## src/logic/dmd_defs.svh

```systemverilog
// Constants for the disk microcode instruction decoder
`ifndef DMD_DEFS_SVH
`define DMD_DEFS_SVH
`define DMD_RST_PC 9'h000
`define DMD_RST_RA 9'h000
`define DMD_RST_BYTE 8'h00
`define DMD_CARRY_BIT 7
`define DMD_OPC_NOP 4'h0
`define DMD_OPC_B2M 4'h1
`define DMD_OPC_M2B 4'h2
`define DMD_OPC_ADD 4'h3
`define DMD_OPC_OR 4'h4
`define DMD_OPC_XOR 4'h5
`define DMD_OPC_ADC 4'h6
`define DMD_OPC_AND 4'h7
`define DMD_OP_UB_LO 8'h88
`define DMD_OP_UB_HI 8'h89
`define DMD_OP_RA_LO 8'h8C
`define DMD_OP_RA_HI 8'h8D
`define DMD_OP_CTL1 8'hEC
`define DMD_OP_CTL2 8'hFC
`define DMD_OPC_ORI 4'hC
`define DMD_OPC_XORI 4'hD
`define DMD_OPC_ADCI 4'hE
`define DMD_OPC_ANDI 4'hF
`define DMD_IMM_SUB 2'h2
`define DMD_BZ_SUB 2'h3
`define DMD_OPC_BEQ 4'h8
`define DMD_OPC_BNE 4'h9
`define DMD_OPC_BT 4'hA
`define DMD_OPC_BF 4'hB
`define DMD_ID_STAY 2'h0
`define DMD_ID_INC 2'h1
`define DMD_ID_DEC 2'h2
`define DMD_ID_REG 2'h3
`define DMD_DELAY_MS 10
`define DMD_CLK_HZ 25000000
`endif

```

## src/logic/dmd_pkg.sv

```systemverilog
// Types for the disk microcode instruction decoder
package dmd_pkg;
  typedef enum logic [1:0] {
    DMD_REG_ACC,
    DMD_REG_HOST,
    DMD_REG_ST0,
    DMD_REG_ST1
  } dmd_reg_e;
  typedef enum logic [1:0] {
    DMD_ALU_ADD,
    DMD_ALU_OR,
    DMD_ALU_XOR,
    DMD_ALU_AND
  } dmd_alu_e;
endpackage : dmd_pkg

```

## src/logic/dmd_alu.sv

```systemverilog
// Eight-bit ALU of the microcode engine
`timescale 1ns/1ps
module dmd_alu (
  // Operands
  input wire logic [7:0] a_i,
  input wire logic [7:0] b_i,
  input wire logic carry_i,
  input wire dmd_pkg::dmd_alu_e func_i,
  // Result
  output logic [7:0] y_o,
  output logic carry_o
);
  import dmd_pkg::*;
  logic [8:0] sum;
  // Carry is only meaningful for the add function
  always_comb begin
    sum = {1'b0, a_i} + {1'b0, b_i} + {8'h00, carry_i};
    carry_o = 1'b0;
    case (func_i)
      DMD_ALU_ADD: begin
        y_o = sum[7:0];
        carry_o = sum[8];
      end
      DMD_ALU_OR: y_o = a_i | b_i;
      DMD_ALU_XOR: y_o = a_i ^ b_i;
      DMD_ALU_AND: y_o = a_i & b_i;
      default: y_o = a_i;
    endcase
  end
endmodule : dmd_alu

```

## src/logic/dmd_delay.sv

```systemverilog
// Retriggerable millisecond delay timer
`timescale 1ns/1ps
`include "dmd_defs.svh"
module dmd_delay #(
  parameter int unsigned CYCLES = (`DMD_DELAY_MS * (`DMD_CLK_HZ / 1000))
) (
  // Clock and reset
  input wire logic clk_i,
  input wire logic rst_b_i,
  // Control
  input wire logic start_i,
  // Status
  output logic active_o
);
  typedef struct packed {
    logic [31:0] cnt;
  } dmd_dly_s;
  dmd_dly_s s_q, s_d;
  // A zero count would never raise the active flag
  if (CYCLES < 1) begin : g_bad_cycles
    $error("delay count must be at least one cycle");
  end
  // A new start reloads the full count
  always_comb begin
    s_d = s_q;
    if (start_i) begin
      s_d.cnt = CYCLES;
    end else if (s_q.cnt != 32'h0000_0000) begin
      s_d.cnt = s_q.cnt - 32'h0000_0001;
    end
  end
  always_ff @(posedge clk_i) begin
    if (!rst_b_i) begin
      s_q <= '0;
    end else begin
      s_q <= s_d;
    end
  end
  assign active_o = (s_q.cnt != 32'h0000_0000);
endmodule : dmd_delay

```

## src/logic/dmd_decoder.sv

```systemverilog
// Microinstruction decoder and execution core of the disk microcode engine
// Summary of operation
// - Instruction is opcode in upper byte, operand in lower byte
// - Register ops combine RAM byte and chosen register, update address
// - No-operation only advances the instruction counter
// - Register-to-memory stores register in RAM, then steps address
// - Memory-to-register loads RAM byte to register, then steps address
// - Add without carry, result to RAM or register per coding
// - Add with carry adds the stored carry bit
// - OR, XOR, AND with RAM byte, then address update
// - Immediate ops combine register with operand, write back to register
// - Zero/nonzero branch tests whole register, target in operand
// - True/false branch tests masked nibble bits, target in low nibble
// - Equal/not-equal mask branch compares chosen nibble with mask
// - 88YY/89YY load nine-bit counter from operand and opcode bit 8
// - 8CXX/8DXX preset nine-bit RAM address
// - Control class drives lines directly, no ALU, no register change
// - EC group: read, write gate, busy, format, dir, CRC, step, load
// - FC group: drives 3,2,1, clear inop, host strobe, delay start
// - Register select: accumulator, host byte, status zero, status one
// - Address coding: stay, up, down, or result to register and up
// - Carry comes from and returns to status one bit 7
// - Register opcodes 1 to 7 in upper nibble
//
// The address-and-strobe port and the address map are this design's own decisions.
`timescale 1ns/1ps
`include "dmd_defs.svh"
module dmd_decoder #(
  parameter int unsigned DELAY_CYCLES =
    (`DMD_DELAY_MS * (`DMD_CLK_HZ / 1000))
) (
  // Clock and reset
  input wire logic clk_i,
  input wire logic rst_b_i,
  // Microprogram store
  output logic [8:0] pc_o,
  input wire logic [15:0] instr_i,
  // Data RAM
  output logic [8:0] ram_addr_o,
  input wire logic [7:0] ram_rdata_i,
  output logic [7:0] ram_wdata_o,
  output logic ram_we_o,
  // Host byte and status sources (pins)
  input wire logic host_load_i,
  input wire logic [7:0] host_byte_i,
  input wire logic [7:0] st0_pins_i,
  input wire logic [6:0] st1_pins_i,
  // Register views
  output logic [7:0] acc_o,
  output logic [7:0] host_reg_o,
  output logic [7:0] status_register_zero_o,
  output logic [7:0] status_register_one_o,
  // First control group
  output logic read_gate_on_o,
  output logic write_gate_on_o,
  output logic host_busy_flag_o,
  output logic format_select_o,
  output logic head_direction_select_o,
  output logic crc_preset_o,
  output logic head_step_pulse_o,
  output logic head_load_request_o,
  // Second control group
  output logic drive_three_sel_o,
  output logic drive_two_sel_o,
  output logic drive_one_sel_o,
  output logic clear_file_inoperable_o,
  output logic host_strobe_o,
  output logic delay_active_o
);
  import dmd_pkg::*;

  typedef struct packed {
    logic [8:0] pc;
    logic [8:0] ra;
    logic [7:0] acc;
    logic [7:0] host;
    logic [7:0] st0;
    logic [7:0] st1;
    logic [7:0] wdata;
    logic we;
    logic [8:0] wa;
    logic [7:0] ctl1;
    logic [5:0] ctl2;
    logic [7:0] st0_m;
    logic [7:0] st0_s;
    logic [6:0] st1_m;
    logic [6:0] st1_s;
    logic hl_m;
    logic hl_s;
    logic [7:0] hb_m;
    logic [7:0] hb_s;
  } dmd_core_s;

  dmd_core_s s_q, s_d;

  logic [7:0] opc;
  logic [7:0] opd;
  logic [3:0] hi;
  logic [1:0] id;
  dmd_reg_e rsel;
  logic [7:0] breg;
  logic [7:0] alu_a;
  logic [7:0] alu_b;
  logic alu_cin;
  dmd_alu_e alu_fn;
  logic [7:0] alu_y;
  logic alu_cout;
  logic dly_start;
  logic [8:0] pc_inc;

  // Picks the working register named by the two select bits
  function automatic logic [7:0] reg_pick(input dmd_reg_e sel,
      input logic [7:0] a, input logic [7:0] k,
      input logic [7:0] z, input logic [7:0] o);
    case (sel)
      DMD_REG_ACC: reg_pick = a;
      DMD_REG_HOST: reg_pick = k;
      DMD_REG_ST0: reg_pick = z;
      DMD_REG_ST1: reg_pick = o;
      default: reg_pick = a;
    endcase
  endfunction : reg_pick

  // Applies the address-update coding to the RAM pointer
  function automatic logic [8:0] ra_step(input logic [1:0] code,
      input logic [8:0] ra);
    case (code)
      `DMD_ID_INC: ra_step = ra + 9'h001;
      `DMD_ID_DEC: ra_step = ra - 9'h001;
      `DMD_ID_REG: ra_step = ra + 9'h001;
      default: ra_step = ra;
    endcase
  endfunction : ra_step

  // Field split of the fetched word
  assign opc = instr_i[15:8];
  assign opd = instr_i[7:0];
  assign hi = opc[7:4];
  assign id = opc[3:2];
  assign rsel = dmd_reg_e'(opc[1:0]);
  assign breg = reg_pick(rsel, s_q.acc, s_q.host, s_q.st0, s_q.st1);
  assign pc_inc = s_q.pc + 9'h001;

  // ALU steering: register class uses RAM, immediates use the operand
  always_comb begin
    alu_a = breg;
    alu_b = (hi >= `DMD_OPC_ORI) ? opd : ram_rdata_i;
    alu_cin = 1'b0;
    case (hi)
      `DMD_OPC_ADD: alu_fn = DMD_ALU_ADD;
      `DMD_OPC_ADC, `DMD_OPC_ADCI: begin
        alu_fn = DMD_ALU_ADD;
        alu_cin = s_q.st1[`DMD_CARRY_BIT];
      end
      `DMD_OPC_OR, `DMD_OPC_ORI: alu_fn = DMD_ALU_OR;
      `DMD_OPC_XOR, `DMD_OPC_XORI: alu_fn = DMD_ALU_XOR;
      `DMD_OPC_AND, `DMD_OPC_ANDI: alu_fn = DMD_ALU_AND;
      default: alu_fn = DMD_ALU_OR;
    endcase
  end

  dmd_alu u_alu (
    .a_i(alu_a),
    .b_i(alu_b),
    .carry_i(alu_cin),
    .func_i(alu_fn),
    .y_o(alu_y),
    .carry_o(alu_cout)
  );

  assign dly_start = (opc == `DMD_OP_CTL2) && opd[5];

  dmd_delay #(
    .CYCLES(DELAY_CYCLES)
  ) u_delay (
    .clk_i(clk_i),
    .rst_b_i(rst_b_i),
    .start_i(dly_start),
    .active_o(delay_active_o)
  );

  // Next-state logic: one instruction executes per clock
  always_comb begin
    logic [7:0] res;
    logic wr_reg;
    logic carry_upd;
    logic [3:0] nib;
    res = alu_y;
    wr_reg = 1'b0;
    carry_upd = 1'b0;
    nib = opc[2] ? breg[7:4] : breg[3:0];
    s_d = s_q;
    s_d.pc = pc_inc;
    s_d.we = 1'b0;
    s_d.wa = s_q.ra; // Write address is the pointer before its update
    // Control strobes last one instruction; a pulse per issued word
    s_d.ctl1 = `DMD_RST_BYTE;
    s_d.ctl2 = 6'h00;
    // Pin inputs pass two flops before use
    s_d.st0_m = st0_pins_i;
    s_d.st0_s = s_q.st0_m;
    s_d.st1_m = st1_pins_i;
    s_d.st1_s = s_q.st1_m;
    s_d.hl_m = host_load_i;
    s_d.hl_s = s_q.hl_m;
    s_d.hb_m = host_byte_i;
    s_d.hb_s = s_q.hb_m;
    if (hi >= `DMD_OPC_B2M && hi <= `DMD_OPC_AND) begin
      // Register class, opcodes 1 to 7
      if (hi == `DMD_OPC_M2B) begin
        res = ram_rdata_i;
        wr_reg = 1'b1;
      end else if (hi == `DMD_OPC_B2M) begin
        s_d.wdata = breg;
        s_d.we = 1'b1;
      end else begin
        carry_upd = (hi == `DMD_OPC_ADC);
        if (id == `DMD_ID_REG) begin
          wr_reg = 1'b1;
        end else begin
          s_d.wdata = alu_y;
          s_d.we = 1'b1;
        end
      end
      s_d.ra = ra_step(id, s_q.ra);
    end else if (hi >= `DMD_OPC_ORI && id == `DMD_IMM_SUB) begin
      wr_reg = 1'b1;
      carry_upd = (hi == `DMD_OPC_ADCI);
    end else if (hi >= `DMD_OPC_ORI && id == `DMD_BZ_SUB &&
        hi != `DMD_OPC_ADCI && hi != `DMD_OPC_ANDI) begin
      // Zero and nonzero branches replace the low eight bits
      if ((breg == 8'h00) == (hi == `DMD_OPC_ORI)) begin
        s_d.pc = {s_q.pc[8], opd};
      end
    end else if (hi >= `DMD_OPC_BEQ && hi <= `DMD_OPC_BF &&
        id[1] == 1'b0) begin
      // Short mask branches keep the upper counter bits
      if ((hi == `DMD_OPC_BEQ && nib == opd[7:4]) ||
          (hi == `DMD_OPC_BNE && nib != opd[7:4]) ||
          (hi == `DMD_OPC_BT && (nib & opd[7:4]) != 4'h0) ||
          (hi == `DMD_OPC_BF && (~nib & opd[7:4]) != 4'h0)) begin
        s_d.pc = {s_q.pc[8:4], opd[3:0]};
      end
    end else if (opc == `DMD_OP_UB_LO || opc == `DMD_OP_UB_HI) begin
      s_d.pc = {opc[0], opd};
    end else if (opc == `DMD_OP_RA_LO || opc == `DMD_OP_RA_HI) begin
      s_d.ra = {opc[0], opd};
    end else if (opc == `DMD_OP_CTL1) begin
      s_d.ctl1 = opd;
    end else if (opc == `DMD_OP_CTL2) begin
      s_d.ctl2 = opd[5:0];
    end
    // Status registers follow their pins except where software writes
    s_d.st0 = s_q.st0_s;
    s_d.st1 = {s_q.st1[`DMD_CARRY_BIT], s_q.st1_s};
    if (s_q.hl_s) begin
      s_d.host = s_q.hb_s;
    end
    if (wr_reg) begin
      case (rsel)
        DMD_REG_ACC: s_d.acc = res;
        DMD_REG_HOST: s_d.host = res;
        DMD_REG_ST0: s_d.st0 = res;
        DMD_REG_ST1: s_d.st1 = res;
        default: s_d.acc = res;
      endcase
    end
    // Stored carry wins over a register write to the same bit
    if (carry_upd) begin
      s_d.st1[`DMD_CARRY_BIT] = alu_cout;
    end
  end

  always_ff @(posedge clk_i) begin
    if (!rst_b_i) begin
      s_q <= '0;
    end else begin
      s_q <= s_d;
    end
  end

  // Outputs all come from flops
  assign pc_o = s_q.pc;
  assign ram_addr_o = s_q.we ? s_q.wa : s_q.ra;
  assign ram_wdata_o = s_q.wdata;
  assign ram_we_o = s_q.we;
  assign acc_o = s_q.acc;
  assign host_reg_o = s_q.host;
  assign status_register_zero_o = s_q.st0;
  assign status_register_one_o = s_q.st1;
  assign read_gate_on_o = s_q.ctl1[0];
  assign write_gate_on_o = s_q.ctl1[1];
  assign host_busy_flag_o = s_q.ctl1[2];
  assign format_select_o = s_q.ctl1[3];
  assign head_direction_select_o = s_q.ctl1[4];
  assign crc_preset_o = s_q.ctl1[5];
  assign head_step_pulse_o = s_q.ctl1[6];
  assign head_load_request_o = s_q.ctl1[7];
  assign drive_three_sel_o = s_q.ctl2[0];
  assign drive_two_sel_o = s_q.ctl2[1];
  assign drive_one_sel_o = s_q.ctl2[2];
  assign clear_file_inoperable_o = s_q.ctl2[3];
  assign host_strobe_o = s_q.ctl2[4];
endmodule : dmd_decoder

```

## config.mk

```make
export PLATFORM = sky130hd
export DESIGN_NAME = dmd_decoder
export DESIGN_NICKNAME = d
export VERILOG_FILES = /design/src/logic/dmd_pkg.sv /design/src/logic/dmd_alu.sv /design/src/logic/dmd_delay.sv /design/src/logic/dmd_decoder.sv
export VERILOG_INCLUDE_DIRS = /design/src /design/src/logic
export SDC_FILE = /design/constraint.sdc
export NUM_CORES = 1
export LEC_CHECK = 0
export BUFFER_PORTS_ARGS = -buffer_cell sky130_fd_sc_hd__buf_2
export CAP_MARGIN = 20
export CORE_UTILIZATION = 50
export DETAILED_ROUTE_END_ITERATION = 10
export PLACE_DENSITY = 0.74
export SETUP_SLACK_MARGIN = 0.5
export SYNTH_ARGS = -nofsm -noshare
export SYNTH_HDL_FRONTEND = slang
export SYNTH_HIERARCHICAL = 1
export SYNTH_SLANG_ARGS = --single-unit
```

## constraint.sdc

```tcl
create_clock -name clk_i -period 5.7 [get_ports clk_i]
set_clock_uncertainty 0.05 [all_clocks]
set_input_delay 1.14 -clock clk_i [delete_from_list [all_inputs] [get_ports clk_i]]
set_output_delay 1.14 -clock clk_i [all_outputs]
set_load 0.01 [all_outputs]
```

Word level (Yosys, flattened, before mapping):

Index checks and enable logic that the tools add are counted.

* output and inout port bits: 73
* flip-flop bits (word level): 161
* logic and storage cells: 172

* muxes and demuxes: 42
* eq/ne operators: 42
* bitwise logic cells: 12
* order comparisons: 5
* add/subtract/negate cells: 6
* reductions and logical operators: 41

Operators by type and width (number)
* 2-to-1 mux 9 bit: 14
* one-hot mux 8 bit (4 select lines): 2
* 2-to-1 mux 8 bit: 7
* 2-to-1 mux 18 bit: 3
* == test 8 bit (second input constant): 6
* == test 4 bit (second input constant): 8
* nonzero test 32 bit: 1
* subtractor 32 x 1 -> 32 bit (second input constant): 1
* 2-to-1 mux 24 bit: 1
* adder 9 x 1 -> 9 bit (second input constant): 2
* one-hot mux 9 bit (2 select lines): 1
* == test 2 bit (second input constant): 6
* == test 4 x 3 -> 1 bit (second input constant): 3
* logical AND 1 bit: 12
* 2-to-1 mux 1 bit: 12
* inequality test 4 bit (second input constant): 3
* inequality test 2 bit (second input constant): 5
* OR reduction 2 bit: 5
* adder 8 x 8 -> 9 bit: 1
* adder 9 x 1 -> 9 bit: 1
* OR reduction 9 bit: 1
* subtractor 9 x 1 -> 9 bit (second input constant): 1
* AND 4 bit: 2
* AND 8 bit: 1
* 28 further kinds: 49

Depth between registers and ports, before layout:

Gate-level depths: netlist of run 1.

* depth after elaboration: 13
* depth in mapped cells: 16
* gate-level depth less buffers: 15

By module:

Netlist of run 1, hierarchy kept.

Modules (own cells, without submodules)
* dmd_decoder: instances 1, cells each 632, sequential area each 2582.5 µm², area an instance 5990.7 µm²
* dmd_delay: instances 1, cells each 198, sequential area each 640.6 µm², area an instance 1649.1 µm²
* dmd_alu: instances 1, cells each 107, sequential area each 0.0 µm², area an instance 753.2 µm²

Worst setup path after synthesis of run 1:

No wires, ideal clock.

* path type: input-to-reg
* start: in instr_i[9]
* end: reg s_q (netlist bit pc_o[0])
* arrival: 4.083 ns
* path buffers: 2
* cell stages on the path: 13
* setup slack: 1.452 ns
* setup time: 0.115 ns
* cells stage by stage: buf_6 buf_6 mux4_2 nand2_1 nand2_1 ha_1 or4_1 o21ai_0 nand2b_1 a2111oi_4 nor3_2 mux2i_1 and2_1

* cells in the longest elaborated chain, start to end: 13
* elaborated cells on any way between the ends: 32
* classes of those cells: eq/ne: 8; mux: 9; bitwise: 3; reduce/logical: 12

RTL lines
* start: declaration: RTL line dmd_decoder.sv:37 `input wire logic [15:0] instr_i,`
* == test 2 bit (tied with other cells): RTL line dmd_decoder.sv:115 `case (sel)`
* one-hot mux 8 bit (4 select lines) (*): RTL line dmd_decoder.sv:115
* named net alu_a[1]: RTL line dmd_decoder.sv:102 `logic [7:0] alu_a;`
* 2-to-1 mux 4 bit: RTL line dmd_decoder.sv:191 `nib = opc[2] ? breg[7:4] : breg[3:0];`
* == test 4 bit (tied with other cells): RTL line dmd_decoder.sv:238 `` if ((hi == `DMD_OPC_BEQ && nib == opd[7:4]) || ``
* logical AND 1 bit (tied with other cells): RTL line dmd_decoder.sv:238
* logical OR 1 bit (tied with other cells): RTL line dmd_decoder.sv:238
* logical OR 1 bit / logical AND 1 bit (equally long branches): RTL line dmd_decoder.sv:238, dmd_decoder.sv:241
* logical OR 1 bit: RTL line dmd_decoder.sv:238
* 2-to-1 mux 9 bit: RTL line dmd_decoder.sv:238
* 2-to-1 mux 9 bit: RTL line dmd_decoder.sv:235 `` end else if (hi >= `DMD_OPC_BEQ && hi <= `DMD_OPC_BF && ``
* 2-to-1 mux 9 bit (*): RTL line dmd_decoder.sv:229 `` end else if (hi >= `DMD_OPC_ORI && id == `DMD_BZ_SUB && ``
* 2-to-1 mux 18 bit (*): RTL line dmd_decoder.sv:226 `` end else if (hi >= `DMD_OPC_ORI && id == `DMD_IMM_SUB) begin ``
* 2-to-1 mux 9 bit (*): RTL line dmd_decoder.sv:208 `` if (hi >= `DMD_OPC_B2M && hi <= `DMD_OPC_AND) begin ``
* end signal: assignment: RTL line dmd_decoder.sv:276 `s_q <= '0;`
* end signal: assignment: RTL line dmd_decoder.sv:278 `s_q <= s_d;`
* end: declaration: RTL line dmd_decoder.sv:94 `dmd_core_s s_q, s_d;`

Mark *: on every way through the listed nets, which the timed path passes. The rest lies on a longest branch. The select of a mux whose other input is x is not followed.
A chain may end at the register's enable or synchronous reset.

Worst setup path after layout of run 1:

Same ends and word-level chain as after synthesis.

==> impl_metrics.py, run 1 <==
metrics = {
    "detailed_routing": {
        "wl_um": 19100,
        "drc": 0,
        "routedWlPerCell_um": 15.7,
        "via_per_inst": 5.47,
        "drt_first_pass_iters": 5,
        "vias": 6639,
        "postRouteAntennaNets": 0,
        "drt_iter0_drc": 553,
    },
    "cts": {
        "cts-resized-gates": 0,
        "hold_buffers": 0,
        "cts_tree": "yes",
        "path_clk_slew_ns": 0.06,
        "htree_levels": 4,
        "insertion_delay_ns": 0.43,
        "cts_buffer_depth": 2,
        "cts_root_buffer": "clkbuf_16",
        "postCtsSetupRepairBufs": 0,
        "clock-sinks": 161,
        "cts_made_buffers": 17,
    },
    "sta": {
        "slew_headroom": 0.328,
        "fmax_mhz": 232,
        "hold_violations": 0,
        "whs_ns": 0.384,
        "setup_tns_ns": 0,
        "timing.final.crit_share": 0.757,
        "tightest_slew_ns": 1.00,
        "setup_slack_ns": 1.39,
        "setup_viol": 0,
        "rsz0062_at_grt": "false",
        "period_minus_slack_ns": 4.31,
        "drv_slew": 0,
    },
    "layout": {
        "drive_above_1_share": 0.215,
        "nNetsFinal": 1068,
        "syn2layout_area_growth_pct": 10.8,
        "final_cells": 1214,
        "final_cell_mix": "dfxtp_1 (161), buf_2 (122), nor2_1 (96), and2_1 (69), nand2_1 (56)",
        "final_common_cell": "dfxtp_1",
        "fillers": 1508,
        "antenna_cells": 0,
    },
    "global_routing": {
        "grtUsageTotal": 0.225,
        "grt_pass1_wl_um": 31200,
        "grt_util_met2": 0.351,
        "grt_max_degree": 78,
        "grt_util_met3": 0.0525,
        "busiest_layer": "met2",
        "antenna_found_initial": 0,
        "use_met1": 0.304,
        "grt_pass1_vias": 6090,
        "overflow": 0,
    },
    "hold_path": {
        "hp-class": "register to register",
    },
    "logic_synthesis": {
        "synth_seq_area_share": 0.384,
        "ys_types": 72,
        "syn_nets": 1023,
        "ys.flop_type": "dfxtp_1",
        "ys_warn_count": 6,
        "avgSynthCellArea_um2": 8.96,
        "ys_ff_latch": 161,
        "synth_edf_count": 0,
        "syn_area_um2": 8390,
        "ys_async_sr_fraction": 0,
        "syn_inst": 937,
    },
    "floorplan": {
        "initial_core_util": 0.510,
        "io_pins": 123,
        "core_area_um2": 16500,
        "num_rows": 47,
        "die_h_um": 132,
        "die-area_um2": 17300,
        "die_x_um": 132,
    },
    "worst_setup_path": {
        "cp.required_ns": 5.97,
        "start_kind": "primary input",
        "path_max_fanout": 14,
        "worst-path-buf-inv": 1,
        "cpMostUsedCell": "nand2_1",
        "crit_arrival_ns": 4.58,
        "slowest_delay_ns": 0.73,
        "crit_path_end_kind": "register",
        "critPathTopFamily": "simple AND/OR/NAND/NOR gates",
        "crit_chain": "buf_2 > mux4_1 > nand2_1 > nand2_1 > ha_1 > or4_1 > o21ai_0 > nand2b_1 > a2111oi_4 > nor3_2 > mux2i_1 > and2_1",
        "slowest_stage": "mux4_1",
        "worstSetupPathType": "primary input to register",
    },
    "power": {
        "leakagePower_nw": 3.98,
        "irDropWorstVdd_v": 0.000223,
        "power_density_nw_per_um2": 367,
    },
    "placed_design": {
        "pre_cts_ws_ns": 0.941,
        "placedCellCount": 1183,
        "port_buffers": 122,
        "gp_congestion": 0.936,
        "dp_hpwl_um": 13700,
    },
    "flow_run": {
        "cap_violations": 0,
    },
    "run_status": {
        "outcome": "complete, no violations",
    },
}
## stage by stage
stage | area [um2] | utilization | total power [W]
finish | 9300 | 0.565 | 0.00341
CTS | 9300 | 0.565 | 0.00342
detailed placement | 8740 | 0.531 | 0.00235
floorplan | 8390 | - | 0.00216
global placement | 8740 | 0.531 | 0.00233
global route | 9300 | 0.565 | 0.00363
## synth_stat cells (3+ instances only)
cell	count	area, um2
clkbuf_1	38	143
mux4_2	6	135
o21ai_0	34	170
nor3_2	3	30.0
or3_1	23	144
nor4b_1	3	26.3
nor2_1	96	360
nor3_1	16	80.1
o31ai_1	8	60.1
and2_1	69	432
fa_1	3	60.1
o31a_1	7	61.3
nor4_1	14	87.6
nand2b_1	8	50.1
mux2_2	22	248
a21o_1	5	37.5
nand3_1	17	85.1
buf_6	3	33.8
or2_2	4	25.0
nor2b_1	6	37.5
ha_1	33	413
or4_1	16	120
o211ai_1	8	60.1
a21oi_1	37	185
o21a_1	4	30.0
a211oi_1	40	300
buf_4	50	375
nand2_1	56	210
a31oi_1	5	31.3
buf_1	4	15.0
dfxtp_1	161	3220
nor4_2	4	50.1
mux4_1	4	105
xor2_1	4	35.0
a22oi_1	3	22.5
buf_2	9	45.0
inv_1	39	146
xnor2_1	9	78.8
mux2i_1	25	250
## layout make-up
type                            count  area [um2]  area share
Multi-Input combinational cell    631        4420       0.475
Sequential cell                   161        3220       0.347
Timing Repair Buffer              130         671      0.0721
Clock buffer                       19         443      0.0476
Tap cell                          220         275      0.0296
Inverter                           41         154      0.0165
Clock inverter                     12         114      0.0122
## state kept, by name, summed over array words and instances, names as in the netlist, 8 cells and up
name                    count
host_reg_o                  8
status_register_zero_o      8
acc_o                       8
ram_wdata_o                 8
s_q                        33
u_delay/s_q                32
status_register_one_o       8
s_d                        33
pc_o                        9
## per-layer routing
| metal | vias to the layer above | wire length [um] |
|---|---|---|
| met5 | - | 0 |
| met1 | 3071 | 9030 |
| met4 | 0 | 342 |
| li1 | 3337 | - |
| met3 | 30 | 1010 |
| met2 | 201 | 8670 |
## logic make-up after synthesis
logic type,Yosys count,share of synthesized area
AND/OR/NAND/NOR,351,0.225
multiplexers,58,0.0906
flip-flops,161,0.384
buffers and inverters,145,0.0912
AO/OA/AOI/OAI,173,0.140
adder cells (fa/ha/maj),36,0.0564
XOR/XNOR,13,0.0136
## report_power, final
part / switching [W] / leakage [nW] / internal, W
Clock: 0.000491 / 0.273 / 0.000585
Combinational: 0.000575 / 2.38 / 0.000405
Sequential: 0.000109 / 1.32 / 0.00125
## final timing paths
check,slack [ns],cells after the start,to,from
setup / recovery,1.39,12,pc_o[0]$_SDFF_PN0_,instr_i[9]
hold / removal,0.38,1,s_q[35]$_SDFF_PN0_,s_d[35]$_SDFF_PN0_
setup reg to reg,2.18,11,pc_o[0]$_SDFF_PN0_,host_reg_o[2]$_SDFF_PN0_
hold reg to reg,0.38,1,s_q[35]$_SDFF_PN0_,s_d[35]$_SDFF_PN0_
Power figures use the tool's default switching activity.
==> inputs of run 2 (changes only) <==
==> constraint.sdc (replaced) <==
create_clock -name clk_i -period 4.5 [get_ports clk_i]
set_clock_uncertainty 0.05 [all_clocks]
set_input_delay 0.9 -clock clk_i [delete_from_list [all_inputs] [get_ports clk_i]]
set_output_delay 0.9 -clock clk_i [all_outputs]
set_load 0.01 [all_outputs]
==> run 2 against run 1 <==
Core utilization grew 0.87 points. Largest cell class unchanged. Combinational power grew 29%. Register-to-register slack lost 1.2 ns. Flip-flop and latch count is the same. Critical endpoint is now pc_o[6]$_SDFFE_PN0P_.
==> impl_metrics.py, run 2 (synthesis gave the netlist of run 1 again) <==
metrics = {
    "run_status": {
        "outcome": "complete, no violations",
    },
    "sta": {
        "setup_viol": 0,
        "slew_headroom": 0.319,
        "tightest_slew_ns": 1.02,
        "fmax_mhz": 259,
        "drv_slew": 0,
        "setup_tns_ns": 0,
        "hold_violations": 0,
        "period_minus_slack_ns": 3.86,
        "rsz0062_at_grt": "false",
        "timing.final.crit_share": 0.858,
    },
    "hold_path": {
        "hold_depth": 1,
        "hold_end": "s_q[18]$_SDFF_PN0_",
        "hp-start": "s_d[18]$_SDFF_PN0_",
        "hp-class": "register to register",
    },
    "floorplan": {
        "io_pins": 123,
        "num_rows": 47,
        "initial_core_util": 0.510,
        "die_h_um": 132,
        "die_x_um": 132,
        "core_area_um2": 16500,
        "die-area_um2": 17300,
    },
    "cts": {
        "cts_buffer_depth": 2,
        "cts_root_buffer": "clkbuf_16",
        "path_clk_slew_ns": 0.07,
        "cts_made_buffers": 17,
        "insertion_delay_ns": 0.43,
        "hold_buffers": 0,
        "cts_tree": "yes",
        "clock-sinks": 161,
        "htree_levels": 4,
    },
    "detailed_routing": {
        "vias": 6751,
        "postRouteAntennaNets": 0,
        "routedWlPerCell_um": 15.8,
        "drt_iter0_drc": 509,
        "drt_first_pass_iters": 5,
        "wl_um": 19400,
        "via_per_inst": 5.50,
        "drc": 0,
    },
    "worst_setup_path": {
        "r2r_end": "pc_o[6]$_SDFFE_PN0P_",
        "crit_path_end_kind": "register",
        "crit_arrival_ns": 4.15,
        "ff2ff_setup_slack_ns": 1.02,
        "cp.required_ns": 4.79,
        "path_max_fanout": 9,
        "cp-startpoint": "instr_i[9]",
        "reg2reg_from": "acc_o[5]$_SDFFE_PN0P_",
        "r2r_cells": 11,
        "start_kind": "primary input",
        "worstSetupPathType": "primary input to register",
    },
    "layout": {
        "final_common_cell": "dfxtp_1",
        "antenna_cells": 0,
        "drive_above_1_share": 0.230,
        "post-route-cell-area_um2": 9450,
        "utilization": 0.574,
        "syn2layout_area_growth_pct": 12.5,
        "final_cell_mix": "dfxtp_1 (161), buf_2 (121), nor2_1 (96), and2_1 (69), nand2_1 (56)",
        "nNetsFinal": 1081,
    },
    "global_routing": {
        "overflow": 0,
        "grt_pass1_vias": 6156,
        "antenna_found_initial": 0,
        "grtUsageTotal": 0.228,
        "grt_pass1_wl_um": 31500,
        "grt_max_degree": 57,
    },
    "power": {
        "p_comb_frac": 0.284,
        "p_switching_w": 0.00153,
        "p_int_w": 0.00291,
        "irDropWorstVdd_v": 0.000312,
        "p_sw_frac": 0.344,
        "power_density_nw_per_um2": 470,
        "p_seq_frac": 0.387,
        "p_clk_frac": 0.329,
        "leakagePower_nw": 4.05,
    },
    "placed_design": {
        "dp_hpwl_um": 13900,
        "port_buffers": 122,
        "gp_congestion": 0.920,
        "dpl_cell_area_um2": 8800,
    },
    "flow_run": {
        "cap_violations": 0,
    },
}
==> run 2: cell types whose count changed in the layout (fill, tap and decap cells not counted), moves of 2 or more <==
cell,before,now
buf_4,8,21
inv_8,4,6
mux4_1,4,2
mux4_2,6,8
==> run 2: worst max-delay path by stage <==
stage	to
after floorplan	pc_o[6]$_SDFFE_PN0P_
after global placement	pc_o[0]$_SDFF_PN0_
after detailed placement	pc_o[6]$_SDFFE_PN0P_
after CTS	pc_o[6]$_SDFFE_PN0P_
after global routing	pc_o[6]$_SDFFE_PN0P_
final	pc_o[6]$_SDFFE_PN0P_
==> run 2: final cells by class <==
class                   count  area, um2
well taps                 220        275
clock inverters            14        165
repair buffers            143        771
flip-flops and latches    161       3220
fillers                  1470       7020
multi-input cells         631       4420
clock buffers              18        439
inverters                  41        154
==> run 2: power by group through the flow <==
stage / clock network [W] / registers [W] / logic (W)
after global placement: 0 / 0.00174 / 0.00121
after CTS: 0.00149 / 0.00172 / 0.00125
after global routing: 0.00155 / 0.00174 / 0.00142
after detailed placement: 0 / 0.00175 / 0.00124
after floorplan: 0 / 0.00169 / 0.00104
final: 0.00146 / 0.00172 / 0.00126
==> run 2: per-stage QoR <==
stage,cells,worst slack (ns),hold WS [ns],power [W]
floorplan,937,0.507,0.362,0.00273
global placement,1191,0.219,0.366,0.00295
detailed placement,1191,0.136,0.368,0.00298
CTS,1223,0.595,0.383,0.00446
global route,1228,0.523,0.386,0.00472
finish,1228,0.637,0.378,0.00444
==> run 2: layer usage <==
| metal | share of wire | up-vias | global-route usage | wire (um) |
|---|---|---|---|---|
| li1 | - | 3371 | - | - |
| met1 | 0.46 | 3137 | 0.304 | 8840 |
| met2 | 0.47 | 217 | 0.366 | 9060 |
| met3 | 0.058 | 26 | 0.0428 | 1130 |
| met4 | 0.019 | 0 | 0.0846 | 363 |
| met5 | 0 | - | 0 | 0 |
==> run 2: repair_timing <==
action                     in CTS  in global routing
gates resized for setup         0                  4
buffers inserted                0                  5
setup endpoints to repair       0                 16
==> run 2: critical path: stages <==
cell and delay (ns):
clkbuf_4 0.22, mux4_2 0.62, nand2_1 0.10, nand2_1 0.07, ha_1 0.26, or4_1 0.54, o211ai_1 0.26, a2111oi_4 0.11
buf_4 0.18, or2_1 0.27, or4b_1 0.48, a31oi_1 0.13
